==> src/core/rmok_pkg.sv <==
// rmok_pkg: constants for the option and key register tail
// assumes a 20 MHz module clock
package rmok_pkg;
    localparam int unsigned CLK_HZ = 20000000;
    localparam logic [7:0] ADDR_OPTION = 8'h05;
    localparam logic [7:0] ADDR_KEY_HI = 8'h06;
    localparam logic [7:0] ADDR_KEY_LO = 8'h07;
    localparam int LBS_EN_BIT = 4;
    localparam int WOR_LSB = 0;
    localparam logic [7:0] OPTION_RST = 8'h00;
    localparam logic [7:0] KEY_RST = 8'h00;
    localparam int unsigned LBS_MAX_MS = 2000;
    localparam int unsigned WOR_STEP_MS = 500;
    localparam int unsigned CYC_PER_MS = CLK_HZ / 1000;
    localparam int unsigned LBS_MAX_CYC = LBS_MAX_MS * CYC_PER_MS;
    localparam int unsigned WOR_STEP_CYC = WOR_STEP_MS * CYC_PER_MS;
    localparam logic [15:0] DEF_ADDR = 16'h0000;
    localparam logic [7:0] DEF_CHAN = 8'h23;
    localparam logic [7:0] DEF_SPEED = 8'h62;
    localparam logic [7:0] DEF_OPT1 = 8'h00;
    localparam logic [1:0] MODE_WOR_SEND = 2'h1;
endpackage

==> src/core/rmok_regs.sv <==
// rmok_regs: option/key registers, send deferral and wake timer
// assumes a host write/read port and synchronous radio status inputs
`timescale 1ns/10ps
`default_nettype none
// Overview of operation
// - listen enabled: defer sending while channel busy
// - force transmit after two seconds of deferral
// - wake period is (field+1) times 500 ms
// - wake period used only in mode 1
// - key bytes writable, read back as zero
// - key bytes form sixteen-bit scramble factor
// - factory restore loads documented default set
module rmok_regs
    import rmok_pkg::*;
#(
    parameter int unsigned LBS_CYC = LBS_MAX_CYC,
    parameter int unsigned WOR_CYC = WOR_STEP_CYC
)
(
    input wire logic REF_CLK, // module clock
    input wire logic NRST, // async reset, active low
    input wire logic REG_WR, // register write strobe
    input wire logic REG_RD, // register read strobe
    input wire logic [7:0] REG_ADDR, // register address
    input wire logic [7:0] REG_WDATA, // write data
    output logic [7:0] REG_RDATA, // read data
    input wire logic FACTORY_RESTORE, // restore default pulse
    input wire logic MODE_SELECT_LOW, // mode pin low
    input wire logic MODE_SELECT_HIGH, // mode pin high
    input wire logic TX_REQ, // pending payload wants to send
    input wire logic CHAN_BUSY, // interference sensed
    output logic TX_GO, // transmit now pulse
    output logic WOR_TICK, // wake period elapsed pulse
    input wire logic [7:0] DATA_IN, // payload byte to scramble
    output logic [7:0] DATA_OUT, // scrambled payload byte
    output logic [15:0] KEY_FACTOR, // scramble factor
    output logic [15:0] DEF_ADDR_O, // default address
    output logic [7:0] DEF_CHAN_O, // default channel
    output logic [7:0] DEF_SPEED_O // default rate/baud/parity
);
    logic [7:0] option_q;
    logic [7:0] key_hi_q;
    logic [7:0] key_lo_q;
    logic [15:0] def_addr_q;
    logic [7:0] def_chan_q;
    logic [7:0] def_speed_q;
    logic [31:0] wait_q;
    logic [31:0] wor_q;
    logic [2:0] wor_idx_q;
    logic tx_go_q;
    logic wor_tick_q;
    logic [7:0] rdata_q;
    logic [7:0] dout_q;
    logic lbs_en;
    logic [1:0] mode;
    logic [31:0] wor_limit;

    assign lbs_en = option_q[LBS_EN_BIT];
    assign mode = {MODE_SELECT_HIGH, MODE_SELECT_LOW};
    // period counts in 500 ms steps
    assign wor_limit = WOR_CYC - 32'd1;

    always_ff @(posedge REF_CLK or negedge NRST)
    begin
        if (!NRST)
        begin
            option_q <= OPTION_RST;
            key_hi_q <= KEY_RST;
            key_lo_q <= KEY_RST;
        end
        else if (FACTORY_RESTORE)
        begin
            option_q <= DEF_OPT1;
            key_hi_q <= KEY_RST;
            key_lo_q <= KEY_RST;
        end
        else if (REG_WR)
        begin
            if (REG_ADDR == ADDR_OPTION)
                option_q <= REG_WDATA;
            if (REG_ADDR == ADDR_KEY_HI)
                key_hi_q <= REG_WDATA;
            if (REG_ADDR == ADDR_KEY_LO)
                key_lo_q <= REG_WDATA;
        end
    end

    always_ff @(posedge REF_CLK or negedge NRST)
    begin
        if (!NRST)
        begin
            def_addr_q <= 16'h0000;
            def_chan_q <= 8'h00;
            def_speed_q <= 8'h00;
        end
        else if (FACTORY_RESTORE)
        begin
            def_addr_q <= DEF_ADDR;
            def_chan_q <= DEF_CHAN;
            def_speed_q <= DEF_SPEED;
        end
    end

    always_ff @(posedge REF_CLK or negedge NRST)
    begin
        if (!NRST)
            rdata_q <= 8'h00;
        else if (REG_RD)
            // key locations always read zero
            rdata_q <= (REG_ADDR == ADDR_OPTION) ? option_q : 8'h00;
    end

    // deferral timer: counts while busy with a pending send
    always_ff @(posedge REF_CLK or negedge NRST)
    begin
        if (!NRST)
        begin
            wait_q <= 32'h0;
            tx_go_q <= 1'b0;
        end
        else if (tx_go_q || !TX_REQ)
        begin
            wait_q <= 32'h0;
            tx_go_q <= 1'b0;
        end
        else if (lbs_en && CHAN_BUSY && wait_q < LBS_CYC - 32'd1)
            wait_q <= wait_q + 32'd1;
        else
            tx_go_q <= 1'b1;
    end

    always_ff @(posedge REF_CLK or negedge NRST)
    begin
        if (!NRST)
        begin
            wor_q <= 32'h0;
            wor_idx_q <= 3'h0;
            wor_tick_q <= 1'b0;
        end
        else if (mode != MODE_WOR_SEND)
        begin
            wor_q <= 32'h0;
            wor_idx_q <= 3'h0;
            wor_tick_q <= 1'b0;
        end
        else if (wor_q < wor_limit)
        begin
            wor_q <= wor_q + 32'd1;
            wor_tick_q <= 1'b0;
        end
        else
        begin
            wor_q <= 32'h0;
            if (wor_idx_q >= option_q[WOR_LSB +: 3])
            begin
                wor_idx_q <= 3'h0;
                wor_tick_q <= 1'b1;
            end
            else
            begin
                wor_idx_q <= wor_idx_q + 3'h1;
                wor_tick_q <= 1'b0;
            end
        end
    end

    assign KEY_FACTOR = {key_hi_q, key_lo_q};

    always_ff @(posedge REF_CLK or negedge NRST)
    begin
        if (!NRST)
            dout_q <= 8'h00;
        else
            dout_q <= DATA_IN ^ key_hi_q ^ key_lo_q;
    end

    assign REG_RDATA = rdata_q;
    assign TX_GO = tx_go_q;
    assign WOR_TICK = wor_tick_q;
    assign DATA_OUT = dout_q;
    assign DEF_ADDR_O = def_addr_q;
    assign DEF_CHAN_O = def_chan_q;
    assign DEF_SPEED_O = def_speed_q;

    key_read_zero_a: assert property (@(posedge REF_CLK)
        disable iff (!NRST)
        REG_RD && (REG_ADDR == ADDR_KEY_HI || REG_ADDR == ADDR_KEY_LO)
        |=> REG_RDATA == 8'h00)
        else $error("key read not zero");
    key_write_a: assert property (@(posedge REF_CLK)
        disable iff (!NRST)
        REG_WR && !FACTORY_RESTORE && REG_ADDR == ADDR_KEY_HI
        |=> KEY_FACTOR[15:8] == $past(REG_WDATA))
        else $error("key high not stored");
    key_low_write_a: assert property (@(posedge REF_CLK)
        disable iff (!NRST)
        REG_WR && !FACTORY_RESTORE && REG_ADDR == ADDR_KEY_LO
        |=> KEY_FACTOR[7:0] == $past(REG_WDATA))
        else $error("key low not stored");
    scramble_out_a: assert property (@(posedge REF_CLK)
        disable iff (!NRST)
        1'b1 |=> DATA_OUT ==
            ($past(DATA_IN) ^ $past(key_hi_q) ^ $past(key_lo_q)))
        else $error("payload not scrambled");
    tx_defer_a: assert property (@(posedge REF_CLK)
        disable iff (!NRST)
        TX_REQ && lbs_en && CHAN_BUSY && !tx_go_q && wait_q == 32'h0
        |=> !TX_GO)
        else $error("sent while busy");
    tx_force_a: assert property (@(posedge REF_CLK)
        disable iff (!NRST)
        wait_q >= LBS_CYC - 32'd1 && TX_REQ && !tx_go_q |=> TX_GO)
        else $error("no forced send");
    wor_mode_a: assert property (@(posedge REF_CLK)
        disable iff (!NRST)
        mode != MODE_WOR_SEND |=> !WOR_TICK)
        else $error("wake tick outside mode 1");
    wor_gap_a: assert property (@(posedge REF_CLK)
        disable iff (!NRST)
        WOR_TICK |=> !WOR_TICK)
        else $error("wake tick repeated");
    restore_a: assert property (@(posedge REF_CLK)
        disable iff (!NRST)
        FACTORY_RESTORE |=> DEF_CHAN_O == DEF_CHAN && KEY_FACTOR == 16'h0000)
        else $error("restore defaults wrong");
    reset_key_a: assert property (@(posedge REF_CLK)
        $rose(NRST) |-> KEY_FACTOR == 16'h0000)
        else $error("key not zero after reset");
endmodule
`default_nettype wire

==> config.mk <==
export PLATFORM = sky130hd
export DESIGN_NAME = rmok_regs
export DESIGN_NICKNAME = d
export VERILOG_FILES = /design/src/core/rmok_pkg.sv /design/src/core/rmok_regs.sv
export SDC_FILE = /design/constraint.sdc
export NUM_CORES = 1
export LEC_CHECK = 0
export BUFFER_PORTS_ARGS = -buffer_cell sky130_fd_sc_hd__buf_2
export CORE_ASPECT_RATIO = 0.7
export CORE_MARGIN = 2
export CORE_UTILIZATION = 50
export CTS_CLUSTER_DIAMETER = 120
export CTS_CLUSTER_SIZE = 16
export DETAILED_ROUTE_END_ITERATION = 7
export PLACE_DENSITY_LB_ADDON = 0.25
export SLEW_MARGIN = 20
export SYNTH_ARGS = -nofsm -noshare
export SYNTH_HDL_FRONTEND = slang
export SYNTH_SLANG_ARGS = --single-unit
==> constraint.sdc <==
create_clock -name REF_CLK -period 2.4 [get_ports REF_CLK]
set_clock_uncertainty 0.15 [all_clocks]
set_input_delay 0 -clock REF_CLK [delete_from_list [all_inputs] [get_ports REF_CLK]]
set_output_delay 0 -clock REF_CLK [all_outputs]
set_load 0.05 [all_outputs]
======== After elaboration in Yosys (flattened, before gate mapping) ========
Index checks and enable logic that the tools add are counted.
Widths: inputs -> output; s select.
cells by class
  add/sub/neg operators ................... 3
  multipliers ............................. 0
  div/mod/pow operators ................... 0
  order comparisons ....................... 3
  equality and inequality tests ........... 6
  shift-type cells ........................ 0
  multiplexer cells ....................... 22
  bitwise operators ....................... 2
  reductions and logical operators ........ 12
operators by type and width
  kind                   count
  $mux 32                4
  $mux 8                 10
  $add 32x1->32 const B  2
  $lt 32x24->1 const B   1
  $lt 32x26->1 const B   1
  $eq 8x3->1 const B     3
  $xor 8x8->8            2
  $reduce_bool 2->1      5
  $mux 3                 3
  $reduce_and 2->1       3
  $mux 1                 5
  $ne 2x2->1 const B     2
  $add 3x1->3 const B    1
  $ge 3x3->1             1
  $logic_and 1x1->1      2
  $ne 2x1->1 const B     1
  $logic_not 1->1        1
  $logic_or 1x1->1       1
word-level totals
  register bits after elaboration ......... 110
  bits in latches ......................... 0
  memory bits (writable) .................. 0
  memory bits (read-only) ................. 0
  bits of input ports ..................... 33
  logic and storage cells ................. 59
  memories ................................ 0

======== Longest topological paths before layout ========
Gate-level depths: netlist of the first run.
  depth in word-level cells ............... 4
  depth in mapped cells ................... 8
  depth with buffers taken out ............ 7

======== Worst setup path after synthesis of the first run ========
No wires, ideal clock.
  kind .................................... reg2reg
  start ................................... reg wait_q[23]
  end ..................................... reg wait_q[8]
  arrival time ............................ 2256 ps
  data required time ...................... 2184 ps
  slack ................................... -72 ps
  stages on the path, launching flop included .. 6
  buffers on the path ..................... 0
  period minus slack after synthesis ...... 2472 ps
  path through ............................ dfrtp_1 > or4_4 > o311a_1 > or4_1 > or4_1 > nand2_1
between the ends
  word-level cells in the longest chain between the ends .. 3
ends and longest elaborated chain
  what                         RTL line          RTL
  start, declared              rmok_regs.sv:47   logic [31:0] wait_q;
  start signal, assigned       rmok_regs.sv:127  wait_q <= wait_q + 32'd1;
  $lt 32x26->1                 rmok_regs.sv:126  else if (lbs_en && CHAN_BUSY && wait_q < LBS_CYC - 32'd1)
  $logic_and 1x1->1            rmok_regs.sv:126
  $reduce_bool 2->1 (no line)  --
Every way passes these cells.
A chain may end at the register's enable or synchronous reset.

======== Worst setup path in the final report of the first run ========
  start ................................... reg wait_q[24]
  end ..................................... reg wait_q[10]
The elaborated chain is that of the path after synthesis.

==> results of run 1 <==
-- layout by cell type, fill, tap and decap left out, types with 3 or more instances in the layout --
master and n:
nand2_1 34, nand4_1 14, xor2_1 14, and4_1 6
dlygate4sd3_1 24, a21oi_2 3, mux2i_1 25, a21o_1 3
inv_1 15, or3_1 11, ha_1 5, conb_1 34
clkbuf_16 9, or4_4 8, nor2_1 64, and2_1 8
a21oi_1 22, nand2_2 4, or2_2 3, a31oi_1 3
buf_4 35, o31ai_1 12, dfrtp_1 110, inv_6 3
nor3_1 5, nand2b_1 6, o21ai_0 15, buf_2 72
and3_1 6, or4_1 11, nand3_1 17, xnor2_1 25
o211ai_1 5, nor4_1 9
-- cell families after synthesis --
group           after synthesis  synth area share
compound gates               76            0.0946
xor+xnor                     39            0.0630
fa+ha+maj                     6            0.0139
buf+inv                      62            0.0651
flops                       110             0.508
mux                          25            0.0462
other cells                   1          0.000692
simple gates                216             0.209
-- metrics by stage --
stage / area [sq um] / power (mW) / setup WS, ns / hold slack [ns] / TNS [ns]
after floorplan: 5540 / 2.10 / 0.00828 / -0.446 / 0
after global placement: 6060 / 2.17 / -0.0312 / -0.0369 / -0.0380
after detailed placement: 6060 / 2.18 / -0.0331 / -0.0257 / -0.0925
after CTS: 6630 / 3.68 / -0.0485 / 0.0553 / -0.157
after global routing: 6740 / 3.79 / -0.122 / 0.0859 / -0.766
final: 6740 / 3.66 / -0.0791 / 0.0523 / -0.136
-- path summary, 6_finish.rpt --
check / from / end / cells past startpoint
min in group asynchronous: NRST / key_hi_q[1]$_DFFE_PN0P_ / 2
setup reg to reg: wait_q[24]$_DFFE_PN0P_ / wait_q[10]$_DFFE_PN0P_ / 5
hold / removal: REG_WR / option_q[7]$_DFFE_PN0P_ / 4
hold reg to reg: option_q[3]$_DFFE_PN0P_ / REG_RDATA[3]$_DFFE_PN0P_ / 2
setup / recovery: wait_q[24]$_DFFE_PN0P_ / wait_q[10]$_DFFE_PN0P_ / 5
max in group asynchronous: NRST / option_q[5]$_DFFE_PN0P_ / 3
-- layout make-up --
type                    count  area share
flip-flops and latches    110       0.408
multi-input cells         396       0.375
repair buffers            136       0.140
clock buffers              11      0.0375
well taps                 132      0.0245
inverters                  15     0.00835
clock inverters             5     0.00687
-- what timing repair did --
action                                 in CTS  in global routing
buffers inserted                            2                  2
setup endpoints to repair                   7                 21
gates cloned                                0                  1
pin swaps                                   1                  8
hold buffers                               24                  0
gates resized for setup                     2                 22
endpoints found under the hold margin     101                  0
-- layer usage --
layer | wire length (um) | global-route usage | up-vias
met4 | 248 | 0.0687 | 0
li1 | - | - | 2095
met5 | 0 | 0 | -
met2 | 6040 | 0.361 | 171
met3 | 814 | 0.0542 | 15
met1 | 6040 | 0.337 | 2180
-- critical path: stages, from the launching register on --
cell     delay [ns]
dfrtp_1        0.38
or4_4          0.57
o311a_4        0.34
or4_4          0.48
or4_4          0.43
nand2_2        0.07
-- power by group through the flow --
stage / Sequential, mW / Clock (mW) / Combinational [mW]
2_1_floorplan: 1.94 / 0 / 0.161
3_3_place_gp: 1.91 / 0 / 0.261
3_5_place_dp: 1.91 / 0 / 0.266
4_1_cts: 1.87 / 1.52 / 0.292
5_1_grt: 1.88 / 1.60 / 0.314
6_report: 1.87 / 1.49 / 0.293
-- flip-flops by register name (all words and copies together) (netlist names) --
name	flops
wait_q	32
wor_q	32
DATA_OUT	8
REG_RDATA	8
key_hi_q	8
key_lo_q	8
option_q	8
wor_idx_q	3
DEF_CHAN_O	1
TX_GO	1
WOR_TICK	1
-- cells in the mapped netlist (6+ instances only) --
| cell type | number |
|---|---|
| o21ai_0 | 15 |
| xor2_1 | 14 |
| a21oi_1 | 25 |
| or3_1 | 12 |
| inv_1 | 15 |
| or4_1 | 18 |
| nand4_1 | 14 |
| xnor2_1 | 25 |
| and4_1 | 6 |
| nand2_1 | 37 |
| mux2i_1 | 25 |
| ha_1 | 6 |
| o31ai_1 | 12 |
| nor4_1 | 11 |
| buf_4 | 31 |
| and3_1 | 6 |
| and2_1 | 8 |
| clkbuf_1 | 13 |
| nand2b_1 | 6 |
| nor2_1 | 64 |
| nand3_1 | 17 |
| dfrtp_1 | 110 |
==> results.cfg, run 1 <==
[die]
dieWidth_um = 128
io_pins = 99
core-area_sq_mm = 0.0104
rows = 31
dieArea_sq_mm = 0.0117
initial_core_util = 0.519
dieHeight_um = 91.1

[run_status]
violations = negative setup slack
status = finished, violations left

[drt]
wire_per_inst_um = 16.3
num_vias = 4461
drc = 0
drtPass1Iterations = 5
drtIter0Drc = 384
via_per_inst = 5.54
routed_wl_um = 13100
detail-route-antenna-nets = 0

[setup_path]
r2r_slack_ns = -0.08
critPathLaunchType = flip-flop
critPathRequiredTime_ns = 2.54
critical_path_class = reg -> reg
critPathCaptureType = flip-flop
crit_arrival_ns = 2.62
crit_fanout = 3

[sta]
period_minus_slack_ns = 2.48
finalSetupViolations = 3
max_freq_mhz = 403
slew_headroom = 0.486
finalMaxSlewViolations = 0
worst-slew-pin-transition_ns = 0.771
final_hold_viol_count = 0
worst_slack_ns = -0.0791
timing.final.crit_share = 1.03
rsz0062_at_grt = true

[yosys]
synth_edf_count = 0
syn_inst = 535
syn_area_sq_mm = 0.00542
synth-seq-area-share = 0.508
synth.distinct_cells = 49
yosysWarnings = 0
async_flop_share = 1.00
synth-seq-cells = 110
synth_top_cell_by_area = dfrtp_1
avgSynthCellArea_sq_um = 10.1
synth-main-ff-cell = dfrtp_1
synth_top_area_frac = 0.508
synth_area_leaders = dfrtp_1, mux2i_1, nor2_1, buf_4, xnor2_1

[final_layout]
final_core_utilization = 0.646
diodes = 0
multi_input_area_sq_mm = 0.00252
drive_gt1_frac = 0.233
syn2layout_area_growth_pct = 24.3
fillers = 808
fin_cells = 805
seq_area_sq_mm = 0.00275
nets = 707

[power]
p_leak_nw = 3.15
clkPwrFrac = 0.408
vdd_drop_max_v = 0.000414
p_switching_uw = 939
powerDensity_mw_per_mm2 = 543
pwr-share-comb = 0.080
swShare = 0.257
p_seq_frac = 0.512
p_int_mw = 2.72

[cts]
cts_tree = built
clock_sinks = 110
cts_made_buffers = 9
clkSlewWorstSetupHoldPaths_ns = 0.08
cts_max_level = 3
root_buffer = clkbuf_16
clk_path_buf_depth = 2
clkLatencyLatePin_ns = 0.35

[global_route]
grt.total_usage = 0.236
grt_start_max_net_pins = 60
gr-total-overflow = 0
grt_antenna_before_repair = 0
grt_pass1_wl_um = 21600
grt_pass1_vias = 4339

[placement]
dp_hpwl_um = 9090
port_buffers = 72
place.gp.congestion = 0.920
dp_cells = 760

[hold_path]
hp-class = in -> reg

[job]
cap_violations = 0
(Power assumes the default switching activity.)
==> run 2, diff against run 1 <==
--- a/config.mk
+++ b/config.mk
@@ -8,11 +8,12 @@
 export BUFFER_PORTS_ARGS = -buffer_cell sky130_fd_sc_hd__buf_2
 export CORE_ASPECT_RATIO = 0.7
 export CORE_MARGIN = 2
-export CORE_UTILIZATION = 50
+export CORE_UTILIZATION = 60
 export CTS_CLUSTER_DIAMETER = 120
 export CTS_CLUSTER_SIZE = 16
 export DETAILED_ROUTE_END_ITERATION = 7
 export PLACE_DENSITY_LB_ADDON = 0.25
+export SETUP_SLACK_MARGIN = 0.05
 export SLEW_MARGIN = 20
 export SYNTH_ARGS = -nofsm -noshare
 export SYNTH_HDL_FRONTEND = slang
==> constraint.sdc (replaced) <==
create_clock -name REF_CLK -period 3 [get_ports REF_CLK]
set_clock_uncertainty 0.15 [all_clocks]
set_input_delay 0 -clock REF_CLK [delete_from_list [all_inputs] [get_ports REF_CLK]]
set_output_delay 0 -clock REF_CLK [all_outputs]
set_load 0.05 [all_outputs]
==> results.cfg, run 2 (synthesis results as in run 1) <==
[run_status]
status = complete, no violations

[global_route]
grt_antenna_before_repair = 0
gr-total-overflow = 0
grt_start_max_net_pins = 62
grt_pass1_wl_um = 20300
grt_pass1_vias = 4178
grt.total_usage = 0.257

[final_layout]
diodes = 0
top_regs = wait_q x32, wor_q x32
fin_area_sq_mm = 0.00636
final_core_utilization = 0.738
fin_cells = 759
drive_gt1_frac = 0.164
final_cell_mix = dfrtp_1, buf_2, nor2_1, nand2_1, conb_1
nets = 673
fillers = 619
layout_commonest_cell = dfrtp_1
syn2layout_area_growth_pct = 17.3

[drt]
wire_per_inst_um = 15.9
drtPass1Iterations = 5
via_per_inst = 5.74
num_vias = 4358
routed_wl_um = 12100
drc = 0
drtIter0Drc = 297
detail-route-antenna-nets = 0

[cts]
clkSlewWorstSetupHoldPaths_ns = 0.07
cts_resized = 0
cts_max_level = 3
root_buffer = clkbuf_16
clk_path_buf_depth = 2
cts_tree = built
cts_made_buffers = 9
clkLatencyLatePin_ns = 0.36
clock_sinks = 110

[job]
cap_violations = 0

[setup_path]
r2r_end = wait_q[3]$_DFFE_PN0P_
critPathCaptureType = flip-flop
r2r_start = wait_q[23]$_DFFE_PN0P_
critPathRequiredTime_ns = 3.12
critPathLaunchType = flip-flop
reg2reg_depth = 5
crit_arrival_ns = 2.98
crit_fanout = 26
critical_path_class = reg -> reg
r2r_slack_ns = 0.14

[power]
p_total_mw = 2.96
powerDensity_mw_per_mm2 = 465
p_leak_nw = 2.96
vdd_drop_max_v = 0.000446

[placement]
dp_cells = 720
port_buffers = 72
post-place-ws_ns = 0.220
postPlaceCellArea_sq_mm = 0.00583
place.gp.congestion = 0.913
dp_hpwl_um = 7910

[die]
dieHeight_um = 83.5
dieArea_sq_mm = 0.00982
dieWidth_um = 118
core-area_sq_mm = 0.00862
io_pins = 99
initial_core_util = 0.629
rows = 28

[sta]
worst-slew-pin-transition_ns = 0.655
worst_slack_ns = 0.142
rsz0062_at_grt = false
final_hold_viol_count = 0
max_freq_mhz = 350
finalMaxSlewViolations = 0
period_minus_slack_ns = 2.86
finalSetupViolations = 0
slew_headroom = 0.563
fin_tns_setup_ns = 0
timing.final.crit_share = 0.953
holdWs_ns = 0.0540

[hold_path]
hp-class = in -> reg
hold_start = TX_REQ
hold_end = wait_q[25]$_DFFE_PN0P_
holdPathStages = 4
## run 2: changes by cell type in the layout (fill, tap and decap cells not counted), moves of 3 or more
cell | before | now
nand2_1 | 34 | 37
or4_1 | 11 | 18
a21oi_1 | 22 | 25
buf_4 | 35 | 7
nand2_2 | 4 | 1
a21oi_2 | 3 | 0
or4_4 | 8 | 1
## run 2: cell type report
| class | instances | area [sq um] | share of cell area |
|---|---|---|---|
| flip-flops and latches | 110 | 2750 | 0.433 |
| multi-input cells | 396 | 2440 | 0.384 |
| repair buffers | 102 | 658 | 0.104 |
| clock buffers | 10 | 229 | 0.0360 |
| well taps | 120 | 150 | 0.0236 |
| clock inverters | 6 | 73.8 | 0.0116 |
| inverters | 15 | 56.3 | 0.00885 |
## run 2: power breakdown
part	switching, mW	internal [mW]	leakage (nW)	total [mW]
clock network	0.565	0.662	0.148	1.23
logic	0.175	0.0559	1.32	0.231
registers	0.00424	1.49	1.49	1.50
total	0.744	2.21	2.96	2.96
## run 2: metal layers
metal / up-vias / part of all wire / global-route usage / routed length (um)
met5: - / 0 / 0 / 0
li1: 2035 / - / - / -
met3: 20 / 0.071 / 0.0676 / 856
met1: 2106 / 0.45 / 0.355 / 5470
met4: 0 / 0.014 / 0.0800 / 165
met2: 197 / 0.46 / 0.401 / 5580
## run 2: worst max-delay path: stages, from the launching register on
cell	delay, ns
dfrtp_1	0.46
or4_4	0.57
o311ai_2	0.42
nand2_2	0.38
or4_1	0.59
a21oi_1	0.20
## run 2: repair_timing
item                                    in CTS  in global routing
hold buffers                                23                  0
setup buffers                                0                  0
endpoints found under the setup margin       0                  0
hold endpoints to repair                    93                  0
## run 2: how the worst max path moves through the flow
stage | endpoint | startpoint | cells past startpoint
2_1_floorplan | wait_q[8]$_DFFE_PN0P_ | wait_q[23]$_DFFE_PN0P_ | 5
3_3_place_gp | wait_q[11]$_DFFE_PN0P_ | wait_q[23]$_DFFE_PN0P_ | 5
3_5_place_dp | wait_q[3]$_DFFE_PN0P_ | wait_q[23]$_DFFE_PN0P_ | 5
4_1_cts | wait_q[3]$_DFFE_PN0P_ | wait_q[23]$_DFFE_PN0P_ | 5
5_1_grt | wait_q[3]$_DFFE_PN0P_ | wait_q[23]$_DFFE_PN0P_ | 5
6_report | wait_q[3]$_DFFE_PN0P_ | wait_q[23]$_DFFE_PN0P_ | 5
